File: src/hw/lane_ctrl_pkg.sv
/*
  Package for the lane control and interrupt mask register bank.
  Holds register offsets, field layouts, reset values and shared types.
  Assumes an 8-bit register port addressed by byte offset.
*/
package lane_ctrl_pkg;

  localparam int unsigned LANES     = 8;
  localparam int unsigned ADDR_W    = 8;
  localparam int unsigned DATA_W    = 8;

  // Byte offsets as printed.
  localparam logic [7:0] OFF_POWER       = 8'h5D;
  localparam logic [7:0] OFF_SWING0      = 8'h5E;
  localparam logic [7:0] OFF_SWING1      = 8'h5F;
  localparam logic [7:0] OFF_SWING2      = 8'h60;
  localparam logic [7:0] OFF_SWING3      = 8'h61;
  localparam logic [7:0] OFF_RX_OUT_OFF  = 8'h62;
  localparam logic [7:0] OFF_RX_QUIET    = 8'h63;
  localparam logic [7:0] OFF_RX_INVERT   = 8'h64;
  localparam logic [7:0] OFF_TX_SKIP     = 8'h65;
  localparam logic [7:0] OFF_RX_SKIP     = 8'h66;
  localparam logic [7:0] OFF_LOSS_MASK   = 8'h67;
  // Registers placed here for the latched flags, the event status and its mask.
  localparam logic [7:0] OFF_LOSS_FLAG   = 8'hC0;
  localparam logic [7:0] OFF_IRQ_STATUS  = 8'hC1;
  localparam logic [7:0] OFF_IRQ_MASK    = 8'hC2;

  // Power byte field positions.
  localparam int unsigned POWER_OVR_BIT  = 0;
  localparam int unsigned POWER_SET_BIT  = 1;

  // Swing codes.
  localparam logic [3:0] SWING_MAX       = 4'h7;
  localparam logic [3:0] SWING_MIN       = 4'h0;
  localparam int unsigned SWING_RSV_BIT  = 3;

  // Reset values.
  localparam logic [7:0] RST_BYTE        = 8'h00;
  localparam logic [1:0] RST_IRQ         = 2'h0;

  // Interrupt status bits.
  localparam int unsigned IRQ_LOSS_BIT   = 0;
  localparam int unsigned IRQ_SWING_BIT  = 1;

  typedef enum logic [2:0] {
    PWR_NONE = 3'b001,
    PWR_LOW  = 3'b010,
    PWR_HIGH = 3'b100
  } power_mode_t;

  typedef struct packed {
    logic [LANES-1:0]   outOff;
    logic [LANES-1:0]   quietOff;
    logic [LANES-1:0]   invert;
    logic [LANES-1:0]   txSkip;
    logic [LANES-1:0]   rxSkip;
    logic [4*LANES-1:0] swing;
  } lane_ctrl_t;

  typedef struct packed {
    logic [ADDR_W-1:0] addr;
    logic [DATA_W-1:0] wdata;
    logic              wr;
    logic              rd;
  } reg_req_t;

endpackage : lane_ctrl_pkg

File: src/hw/lane_ctrl_regs.sv
/*
  Lane control and interrupt mask register bank of an 8-lane module.
  Holds per-lane receive and transmit controls, the power override,
  latched signal-loss flags with their masks, and the interrupt pin.
  Assumes a single-cycle register port and synchronous raw alarm inputs.
*/
// Decided for this implementation: the address-and-strobe port.
// Functional notes
// - Decode power field: x0 none, 11 low, 01 high
// - Four swing bytes, odd lane high nibble
// - Swing 0111 max, 0000 min, 1xxx reserved
// - Bit n of 62h disables Rx output
// - Bit n of byte 99 stops squelch
// - Bit n of 64h inverts Rx polarity
// - Bit n of 65h bypasses Tx recovery
// - Bit n of 66h bypasses Rx recovery
// - One writable mask bit per alarm flag
// - Mask bit one blocks flag from interrupt
// - Masks volatile, reset to zero
// - Unmasking interrupts only for unread flags set
// - One interrupt per alarm occurrence
// - Byte 67h masks signal-loss lanes 7..0
`timescale 1ns/100ps
`default_nettype none

module lane_ctrl_regs
  import lane_ctrl_pkg::*;
(
  // Clock and reset
  input  wire logic                 core_clk,
  input  wire logic                 rst_n,
  // Register port
  input  wire reg_req_t             regReq,
  output logic      [DATA_W-1:0]    rdData,
  // Raw alarm conditions
  input  wire logic [LANES-1:0]     signal_loss,
  // Lane controls
  output lane_ctrl_t                laneCtrl,
  output power_mode_t               powerMode,
  output logic      [LANES-1:0]     swingReserved,
  // Interrupt outputs
  output logic                      alarm_irq_n,
  output logic                      irq
);

  function automatic logic hit(input logic [7:0] a, input logic [7:0] off);
    hit = (a == off);
  endfunction : hit

  // Reset synchroniser: first stage feeds only the second.
  logic rstMeta_q;
  logic rstSync_q;
  always_ff @(posedge core_clk or negedge rst_n) begin
    if (!rst_n) begin
      rstMeta_q <= 1'b0;
      rstSync_q <= 1'b0;
    end else begin
      rstMeta_q <= 1'b1;
      rstSync_q <= rstMeta_q;
    end
  end
  wire logic rstN = rstSync_q;

  // Address decode.
  wire logic wr     = regReq.wr;
  wire logic rd     = regReq.rd;
  wire logic [7:0] a  = regReq.addr;
  wire logic [7:0] wd = regReq.wdata;
  wire logic wrPower  = wr && hit(a, OFF_POWER);
  wire logic wrSw0    = wr && hit(a, OFF_SWING0);
  wire logic wrSw1    = wr && hit(a, OFF_SWING1);
  wire logic wrSw2    = wr && hit(a, OFF_SWING2);
  wire logic wrSw3    = wr && hit(a, OFF_SWING3);
  wire logic wrOut    = wr && hit(a, OFF_RX_OUT_OFF);
  wire logic wrQuiet  = wr && hit(a, OFF_RX_QUIET);
  wire logic wrInv    = wr && hit(a, OFF_RX_INVERT);
  wire logic wrTxSk   = wr && hit(a, OFF_TX_SKIP);
  wire logic wrRxSk   = wr && hit(a, OFF_RX_SKIP);
  wire logic wrMask   = wr && hit(a, OFF_LOSS_MASK);
  wire logic rdFlag   = rd && hit(a, OFF_LOSS_FLAG);
  wire logic wrStat   = wr && hit(a, OFF_IRQ_STATUS);
  wire logic wrIMask  = wr && hit(a, OFF_IRQ_MASK);

  // Control registers.
  logic [1:0]       power_q;
  logic [7:0]       swing_q [4];
  logic [LANES-1:0] outOff_q;
  logic [LANES-1:0] quietOff_q;
  logic [LANES-1:0] invert_q;
  logic [LANES-1:0] txSkip_q;
  logic [LANES-1:0] rxSkip_q;
  logic [LANES-1:0] lossMask_q;
  logic [LANES-1:0] lossFlag_q;
  logic [LANES-1:0] lossPrev_q;
  logic [1:0]       irqStat_q;
  logic [1:0]       irqMask_q;
  logic [7:0]       rdData_q;

  always_ff @(posedge core_clk or negedge rstN) begin
    if (!rstN) begin
      power_q    <= RST_BYTE[1:0];
      swing_q[0] <= RST_BYTE;
      swing_q[1] <= RST_BYTE;
      swing_q[2] <= RST_BYTE;
      swing_q[3] <= RST_BYTE;
      outOff_q   <= RST_BYTE;
      quietOff_q <= RST_BYTE;
      invert_q   <= RST_BYTE;
      txSkip_q   <= RST_BYTE;
      rxSkip_q   <= RST_BYTE;
    end else begin
      if (wrPower) power_q <= wd[1:0];
      if (wrSw0) swing_q[0] <= wd;
      if (wrSw1) swing_q[1] <= wd;
      if (wrSw2) swing_q[2] <= wd;
      if (wrSw3) swing_q[3] <= wd;
      if (wrOut) outOff_q <= wd;
      if (wrQuiet) quietOff_q <= wd;
      if (wrInv) invert_q <= wd;
      if (wrTxSk) txSkip_q <= wd;
      if (wrRxSk) rxSkip_q <= wd;
    end
  end

  // Masks are never preserved across reset.
  always_ff @(posedge core_clk or negedge rstN) begin
    if (!rstN) begin
      lossMask_q <= RST_BYTE;
    end else if (wrMask) begin
      lossMask_q <= wd;
    end
  end

  // A flag latches on the rising edge of its condition, so a long condition
  // yields one occurrence; a read clears it, but a new edge in the same
  // cycle wins over the clear.
  wire logic [LANES-1:0] lossRise = signal_loss & ~lossPrev_q;
  always_ff @(posedge core_clk or negedge rstN) begin
    if (!rstN) begin
      lossPrev_q <= RST_BYTE;
      lossFlag_q <= RST_BYTE;
    end else begin
      lossPrev_q <= signal_loss;
      lossFlag_q <= (rdFlag ? RST_BYTE : lossFlag_q) | lossRise;
    end
  end

  // Flags stay latched while masked, so clearing the mask exposes only
  // those set and not yet read.
  wire logic [LANES-1:0] lossPending = lossFlag_q & ~lossMask_q;
  assign alarm_irq_n = ~|lossPending;

  // Sticky event status: new unmasked signal loss and reserved swing write.
  wire logic swingRsvWr = (wrSw0 | wrSw1 | wrSw2 | wrSw3) && (wd[7] | wd[3]);
  wire logic [1:0] irqEvt = {swingRsvWr, |(lossRise & ~lossMask_q)};
  always_ff @(posedge core_clk or negedge rstN) begin
    if (!rstN) begin
      irqStat_q <= RST_IRQ;
      irqMask_q <= RST_IRQ;
    end else begin
      irqStat_q <= (irqStat_q & ~(wrStat ? wd[1:0] : RST_IRQ)) | irqEvt;
      if (wrIMask) irqMask_q <= wd[1:0];
    end
  end
  assign irq = |(irqStat_q & irqMask_q);

  // Power override decode.
  always_comb begin
    if (!power_q[POWER_OVR_BIT])
      powerMode = PWR_NONE;
    else if (power_q[POWER_SET_BIT])
      powerMode = PWR_LOW;
    else
      powerMode = PWR_HIGH;
  end

  // Lane outputs; reserved swing codes are flagged and clamped to maximum.
  genvar i;
  generate
    for (i = 0; i < 4; i++) begin : g_sw
      wire logic [3:0] ev = swing_q[i][3:0];
      wire logic [3:0] od = swing_q[i][7:4];
      assign swingReserved[2*i]   = ev[SWING_RSV_BIT];
      assign swingReserved[2*i+1] = od[SWING_RSV_BIT];
      assign laneCtrl.swing[8*i+:4]   = ev[SWING_RSV_BIT] ? SWING_MAX : ev;
      assign laneCtrl.swing[8*i+4+:4] = od[SWING_RSV_BIT] ? SWING_MAX : od;
    end
  endgenerate
  assign laneCtrl.outOff   = outOff_q;
  assign laneCtrl.quietOff = quietOff_q;
  assign laneCtrl.invert   = invert_q;
  assign laneCtrl.txSkip   = txSkip_q;
  assign laneCtrl.rxSkip   = rxSkip_q;

  // Read mux; unmapped addresses read zero.
  logic [7:0] rdMux;
  always_comb begin
    if (hit(a, OFF_POWER))           rdMux = {6'h00, power_q};
    else if (hit(a, OFF_SWING0))     rdMux = swing_q[0];
    else if (hit(a, OFF_SWING1))     rdMux = swing_q[1];
    else if (hit(a, OFF_SWING2))     rdMux = swing_q[2];
    else if (hit(a, OFF_SWING3))     rdMux = swing_q[3];
    else if (hit(a, OFF_RX_OUT_OFF)) rdMux = outOff_q;
    else if (hit(a, OFF_RX_QUIET))   rdMux = quietOff_q;
    else if (hit(a, OFF_RX_INVERT))  rdMux = invert_q;
    else if (hit(a, OFF_TX_SKIP))    rdMux = txSkip_q;
    else if (hit(a, OFF_RX_SKIP))    rdMux = rxSkip_q;
    else if (hit(a, OFF_LOSS_MASK))  rdMux = lossMask_q;
    else if (hit(a, OFF_LOSS_FLAG))  rdMux = lossFlag_q;
    else if (hit(a, OFF_IRQ_STATUS)) rdMux = {6'h00, irqStat_q};
    else if (hit(a, OFF_IRQ_MASK))   rdMux = {6'h00, irqMask_q};
    else                             rdMux = 8'h00;
  end

  always_ff @(posedge core_clk or negedge rstN) begin
    if (!rstN) rdData_q <= RST_BYTE;
    else       rdData_q <= rd ? rdMux : RST_BYTE;
  end
  assign rdData = rdData_q;

endmodule : lane_ctrl_regs

`default_nettype wire

File: config.mk
export PLATFORM = sky130hd
export DESIGN_NAME = lane_ctrl_regs
export DESIGN_NICKNAME = d
export VERILOG_FILES = /design/src/hw/lane_ctrl_pkg.sv /design/src/hw/lane_ctrl_regs.sv
export SDC_FILE = /design/constraint.sdc
export NUM_CORES = 1
export LEC_CHECK = 0
export BUFFER_PORTS_ARGS = -buffer_cell sky130_fd_sc_hd__buf_2
export CAP_MARGIN = 20
export CORE_MARGIN = 2
export CORE_UTILIZATION = 50
export CTS_CLUSTER_SIZE = 24
export DETAILED_ROUTE_END_ITERATION = 8
export HOLD_SLACK_MARGIN = 0.08
export PLACE_DENSITY = 0.88
export SETUP_SLACK_MARGIN = 0.1
export SLEW_MARGIN = 20
export SYNTH_ARGS = -nofsm -noshare
export SYNTH_HDL_FRONTEND = slang
export SYNTH_SLANG_ARGS = --single-unit
export TNS_END_PERCENT = 20
File: constraint.sdc
create_clock -name core_clk -period 3.5 [get_ports core_clk]
set_clock_uncertainty 0.05 [all_clocks]
set_input_delay 1.05 -clock core_clk [delete_from_list [all_inputs] [get_ports core_clk]]
set_output_delay 1.05 -clock core_clk [all_outputs]
set_load 0.05 [all_outputs]
==> results of run 1 <==
-- cell usage after synthesis, drive strengths merged (2+ instances only) --
| cell type | number | area, µm² |
|---|---|---|
| a211oi | 2 | 15.0 |
| a21oi | 24 | 120 |
| a22o | 2 | 17.5 |
| a22oi | 3 | 22.5 |
| a32oi | 2 | 17.5 |
| and2 | 3 | 18.8 |
| and3 | 3 | 18.8 |
| and4bb | 2 | 25.0 |
| buf | 37 | 260 |
| clkbuf | 13 | 51.3 |
| conb | 2 | 7.51 |
| dfrtp | 112 | 2800 |
| inv | 13 | 48.8 |
| mux2 | 82 | 953 |
| mux2i | 9 | 90.1 |
| mux4 | 2 | 45.0 |
| nand2 | 43 | 179 |
| nand2b | 12 | 75.1 |
| nand3 | 19 | 108 |
| nand4 | 5 | 37.5 |
| nor2 | 26 | 160 |
| nor2b | 5 | 31.3 |
| nor3 | 6 | 30.0 |
| o211ai | 3 | 22.5 |
| o21a | 3 | 22.5 |
| o21ai | 24 | 120 |
| o221ai | 4 | 35.0 |
| o22ai | 15 | 93.8 |
| o32a | 3 | 30.0 |
| o32ai | 2 | 17.5 |
| or2 | 28 | 175 |
| or3 | 2 | 12.5 |
-- metrics by stage --
| stage | setup WS [ns] | cells | utilization [%] |
|---|---|---|---|
| after global placement | 0.503 | 750 | 55.9 |
| final | 0.810 | 765 | 58.5 |
| after global routing | 0.725 | 765 | 58.5 |
| after detailed placement | 0.541 | 750 | 55.9 |
| after floorplan | 0.680 | 537 | - |
| after CTS | 0.796 | 765 | 58.5 |
-- worst max-delay path, stage by stage, from the launching register on --
cell      delay (ns)
dfrtp_1         0.36
inv_1           0.10
a22oi_1         0.19
o221ai_1        0.13
nor3_1          0.16
buf_2           0.30
-- kinds of logic (layout without fill, tap and decap cells) --
| family | after synthesis | count (layout) | share of synthesized area, % |
|---|---|---|---|
| AOI/OAI and AO/OA | 99 | 99 | 11.1 |
| buffers and inverters | 63 | 148 | 6.16 |
| DFF | 112 | 112 | 47.9 |
| muxes | 93 | 93 | 18.6 |
| other | 2 | 9 | 0.128 |
| and+or+nand+nor | 161 | 161 | 16.2 |
-- layer usage --
metal,routed length (µm),vias to the layer above,GRT usage [%]
li1,-,2034,-
met1,7140,2254,37.5
met2,7850,221,42.1
met3,1220,34,6.32
met4,546,0,10.5
met5,0,-,0
-- final cells by class --
class / instances / area share, %
clock buffer: 13 / 3.89
clock inverter: 2 / 0.580
inverter: 13 / 0.730
multi-input combinational: 362 / 40.6
sequential: 112 / 42.0
tap: 143 / 2.68
timing repair buffer: 120 / 9.47
-- power breakdown --
group          total, mW  internal [mW]  leakage, nW  switching (mW)
Clock               1.04          0.592        0.146           0.446
Combinational      0.549          0.153         1.93           0.396
Sequential          1.42           1.35         1.46          0.0669
-- final timing paths --
kind                                    end  slack (ns)  cells after the start
setup / recovery                alarm_irq_n        0.81                      5
setup reg to reg                  rdData[1]        1.76                      5
hold reg to reg                        rstN        0.31                      0
min in group asynchronous     quietOff_q[5]        0.32                      0
hold / removal                         rstN        0.31                      0
max in group asynchronous  swingReserved[2]        2.34                      1
==> flow_summary_export.csv, run 1 <==
group,metric,value,unit
logic_synthesis,syn_avg_cell_area,11.0,µm²
logic_synthesis,yosys_warnings,0,
finish,antenna-diode-count,0,
worst_setup_path,arrival,1.59,ns
finish,final_cell_mix,"buf_2, dfrtp_1, mux2_2",
detailed_routing,viasPerCell,5.94,
grt,grt_pass1_wl,26.0,mm
timing,finalMaxSlewViolations,0,
detailed_routing,avgRoutedWirePerCell,21.9,µm
finish,syn_to_final_growth,14.2,%
finish,final_common_cell,"buf_2",
timing,rsz0062_at_grt,"no",
power,power_density,450,nW/µm²
finish,regArea,2810,µm²
worst_setup_path,path_class,"flop to output pin",
clock_network,numCtsBuffers,9,
logic_synthesis,syn_inst,530,
clock_network,cts_setup_buffers,0,
placed_design,hpwl,12.2,mm
grt,antenna_found_initial,0,
worst_setup_path,worstPathMaxFanout,3,
clock_network,path_clk_slew,0.07,ns
timing,fin_crit,2.69,ns
timing,period_share,76.8,%
worst_setup_path,end_kind,"output pin",
finish,nets,646,
finish,multi_input_area,2720,µm²
timing,max_freq,0.372,GHz
clock_network,cts_tree,"yes",
floorplan,rows,39,
timing,timing_hold_violations_final,0,
detailed_routing,route.detailed.drc,0,
status,outcome,"complete, no violations",
detailed_routing,drtIter0Drc,315,
logic_synthesis,synth.distinct_cells,66,
power,totalPowerFinal,3.01,mW
logic_synthesis,ys.flop_type,"dfrtp_1",
floorplan,die_w,112,µm
floorplan,initial_utilization,51.3,%
worst_setup_path,start_kind,"flop",
timing,fin_setup_tns,0,ns
logic_synthesis,synth_edf_count,0,
floorplan,ios,121,
detailed_routing,finalWirelength,16.8,mm
clock_network,cts_sinks,112,
floorplan,die_y,112,µm
clock_network,htreeDepth,3,
grt,grt-ovfl-total,0,
finish,final_layout_size_suffix_gt1_share,42.1,%
detailed_routing,drtPass1Iterations,5,
placed_design,gp_congestion,0.971,
clock_network,cts-root-buf,"clkbuf_16",
worst_hold_path,holdCritStartpoint,"rstMeta_q",
clock_network,ctsResizeCount,0,
clock_network,cts_hold_buffers,0,
grt,grt_max_degree,60,
worst_setup_path,reg2reg_from,"outOff_q[1]",
finish,design_area,6680,µm²
floorplan,dieArea,12600,µm²
worst_setup_path,critPathRequiredTime,2.40,ns
timing,holdWs,0.311,ns
placed_design,port_buffers,112,
clock_network,cts_buffer_depth,2,
logic_synthesis,ys_seq_area_share,47.9,%
logic_synthesis,async_reset_ff_share,100,%
timing,finalSetupViolCount,0,
logic_synthesis,synth_area,5850,µm²
power,vdd_ir_drop_max,0.381,mV
detailed_routing,ant_nets,0,
worst_hold_path,hold_path_class,"flop to flop",
timing,slew_headroom,54.5,%
clock_network,clk_latency,0.35,ns
power,p_leak,3.54,nW
finish,fill_cells,998,
timing,tightest_slew,0.683,ns
grt,grt_pass1_vias,4505,
placed_design,placed_cell_area,6380,µm²
grt,grtUsageTotal,27.2,%
run,maxCapViolations,0,
detailed_routing,vias,4543,
worst_setup_path,startpoint,"lossMask_q[0]",
logic_synthesis,ys_ff_latch,112,
floorplan,core,11400,µm²
Note: power is estimated with default switching activity, not from simulation.
==> inputs of run 2 (changes only) <==
- clock period: 3.5 -> 2.3 ns (I/O delays scaled with it)
==> flow_summary_export.csv, run 2 (synthesized netlist as in run 1, its figures left out) <==
group,metric,value,unit
status,outcome,"complete, no violations",
detailed_routing,ant_nets,0,
detailed_routing,drtPass1Iterations,5,
power,power_density,684,nW/µm²
clock_network,htreeDepth,3,
grt,grt_pass1_vias,5037,
worst_setup_path,reg2reg_from,"quietOff_q[1]",
grt,grtUsageTotal,30.2,%
power,vdd_ir_drop_max,0.502,mV
power,p_leak,3.80,nW
clock_network,cts-root-buf,"clkbuf_16",
worst_setup_path,reg2reg_depth,5,
floorplan,die_w,112,µm
finish,final_layout_size_suffix_gt1_share,46.6,%
power,p_sw,1.45,mW
finish,nets,693,
grt,grt_max_degree,111,
worst_setup_path,worstPathMaxFanout,2,
floorplan,dieArea,12600,µm²
worst_setup_path,critPathRequiredTime,1.56,ns
detailed_routing,finalWirelength,18.5,mm
timing,tightest_slew,0.617,ns
floorplan,ios,121,
timing,max_freq,0.439,GHz
placed_design,port_buffers,112,
grt,grt_pass1_wl,28.8,mm
power,totalPowerFinal,4.87,mW
placed_design,hpwl,13.4,mm
timing,finalSetupViolCount,0,
timing,slew_headroom,58.9,%
worst_setup_path,arrival,1.54,ns
floorplan,die_y,112,µm
timing,rsz0062_at_grt,"yes",
worst_setup_path,end_kind,"output pin",
finish,syn_to_final_growth,21.8,%
detailed_routing,drtIter0Drc,448,
power,p_comb_share,18.8,%
floorplan,core,11400,µm²
floorplan,rows,39,
clock_network,clk_latency,0.37,ns
power,p_sw_share,29.8,%
clock_network,cts_buffer_depth,2,
power,p_int,3.42,mW
power,p_seq_share,44.0,%
grt,grt-ovfl-total,0,
clock_network,cts_sinks,112,
worst_setup_path,startpoint,"lossFlag_q[0]",
clock_network,numCtsBuffers,9,
finish,antenna-diode-count,0,
timing,fin_setup_tns,0,ns
grt,antenna_found_initial,0,
clock_network,path_clk_slew,0.07,ns
timing,timing_hold_violations_final,0,
clock_network,cts_tree,"yes",
timing,fin_crit,2.28,ns
worst_hold_path,hold_path_class,"flop to async pin",
detailed_routing,viasPerCell,6.01,
run,maxCapViolations,0,
placed_design,gp_congestion,1.03,
floorplan,initial_utilization,51.3,%
finish,design_area,7130,µm²
timing,finalMaxSlewViolations,0,
detailed_routing,vias,4882,
worst_setup_path,path_class,"flop to output pin",
timing,period_share,99.0,%
detailed_routing,avgRoutedWirePerCell,22.8,µm
power,power.share.clock,37.3,%
placed_design,placed_cell_area,6730,µm²
finish,final_cell_mix,"dfrtp_1, buf_2, mux2_2",
detailed_routing,route.detailed.drc,0,
worst_setup_path,start_kind,"flop",
## run 2: cell types whose count changed in the layout (fill, tap and decap cells not counted), sizes merged
cell and change:
buf +46, bufinv +2, clkbuf -3, dlygate4sd3 +1, inv +1
## run 2: repair_timing
item / 4_1_cts / 5_1_grt
setup buffers: 4 / 1
resized for setup: 3 / 0
gates cloned: 0 / 0
setup endpoints to repair: 1 / 1
hold buffers: 1 / 0
endpoints found under the hold margin: 2 / 0
pin swaps: 2 / 2
## run 2: final cells by class
cell class	instances	area [µm²]
Fill cell	929	4290
Clock inverter	5	104
Sequential cell	112	2810
Clock buffer	10	239
Timing Repair Buffer	167	1030
Inverter	13	48.8
Tap cell	143	179
Multi-Input combinational cell	362	2720
## run 2: layer usage
metal,track usage (%),routed length [µm],up-vias
met2,47.1,8710,274
met1,40.8,7740,2416
li1,-,-,2140
met3,5.40,1320,52
met5,0,0,-
met4,15.1,752,0
## run 2: worst paths after layout
kind | to | slack (ns)
worst max register to register | rdData[1] | 0.56
min in group core_clk | rstN | 0.31
worst min-delay path | quietOff_q[0] | 0.30
max in group asynchronous | quietOff_q[3] | 1.38
worst min register to register | quietOff_q[0] | 0.30
worst max-delay path | alarm_irq_n | 0.02
## run 2: power by group through the flow
stage,Sequential [mW],Combinational (mW),Clock (mW)
after detailed placement,2.18,0.897,0
after global placement,2.17,0.885,0
after global routing,2.15,0.961,1.91
after CTS,2.14,0.911,1.84
final,2.14,0.915,1.82
after floorplan,2.30,0.524,0
## run 2: worst max-delay path: stages, from the launching register on
cell and delay, ns:
dfrtp_1 0.39, a22oi_2 0.20, o221ai_1 0.13, nor3_1 0.20, buf_4 0.25
## run 2: per-stage QoR
stage	cells	setup slack (ns)	util (%)	hold WS (ns)
2_1_floorplan	537	-0.160	-	0.281
3_3_place_gp	791	-0.165	58.9	0.293
3_5_place_dp	791	-0.0802	58.9	0.295
4_1_cts	811	-0.0152	62.3	0.310
5_1_grt	812	-0.00127	62.4	0.329
6_report	812	0.0239	62.4	0.305
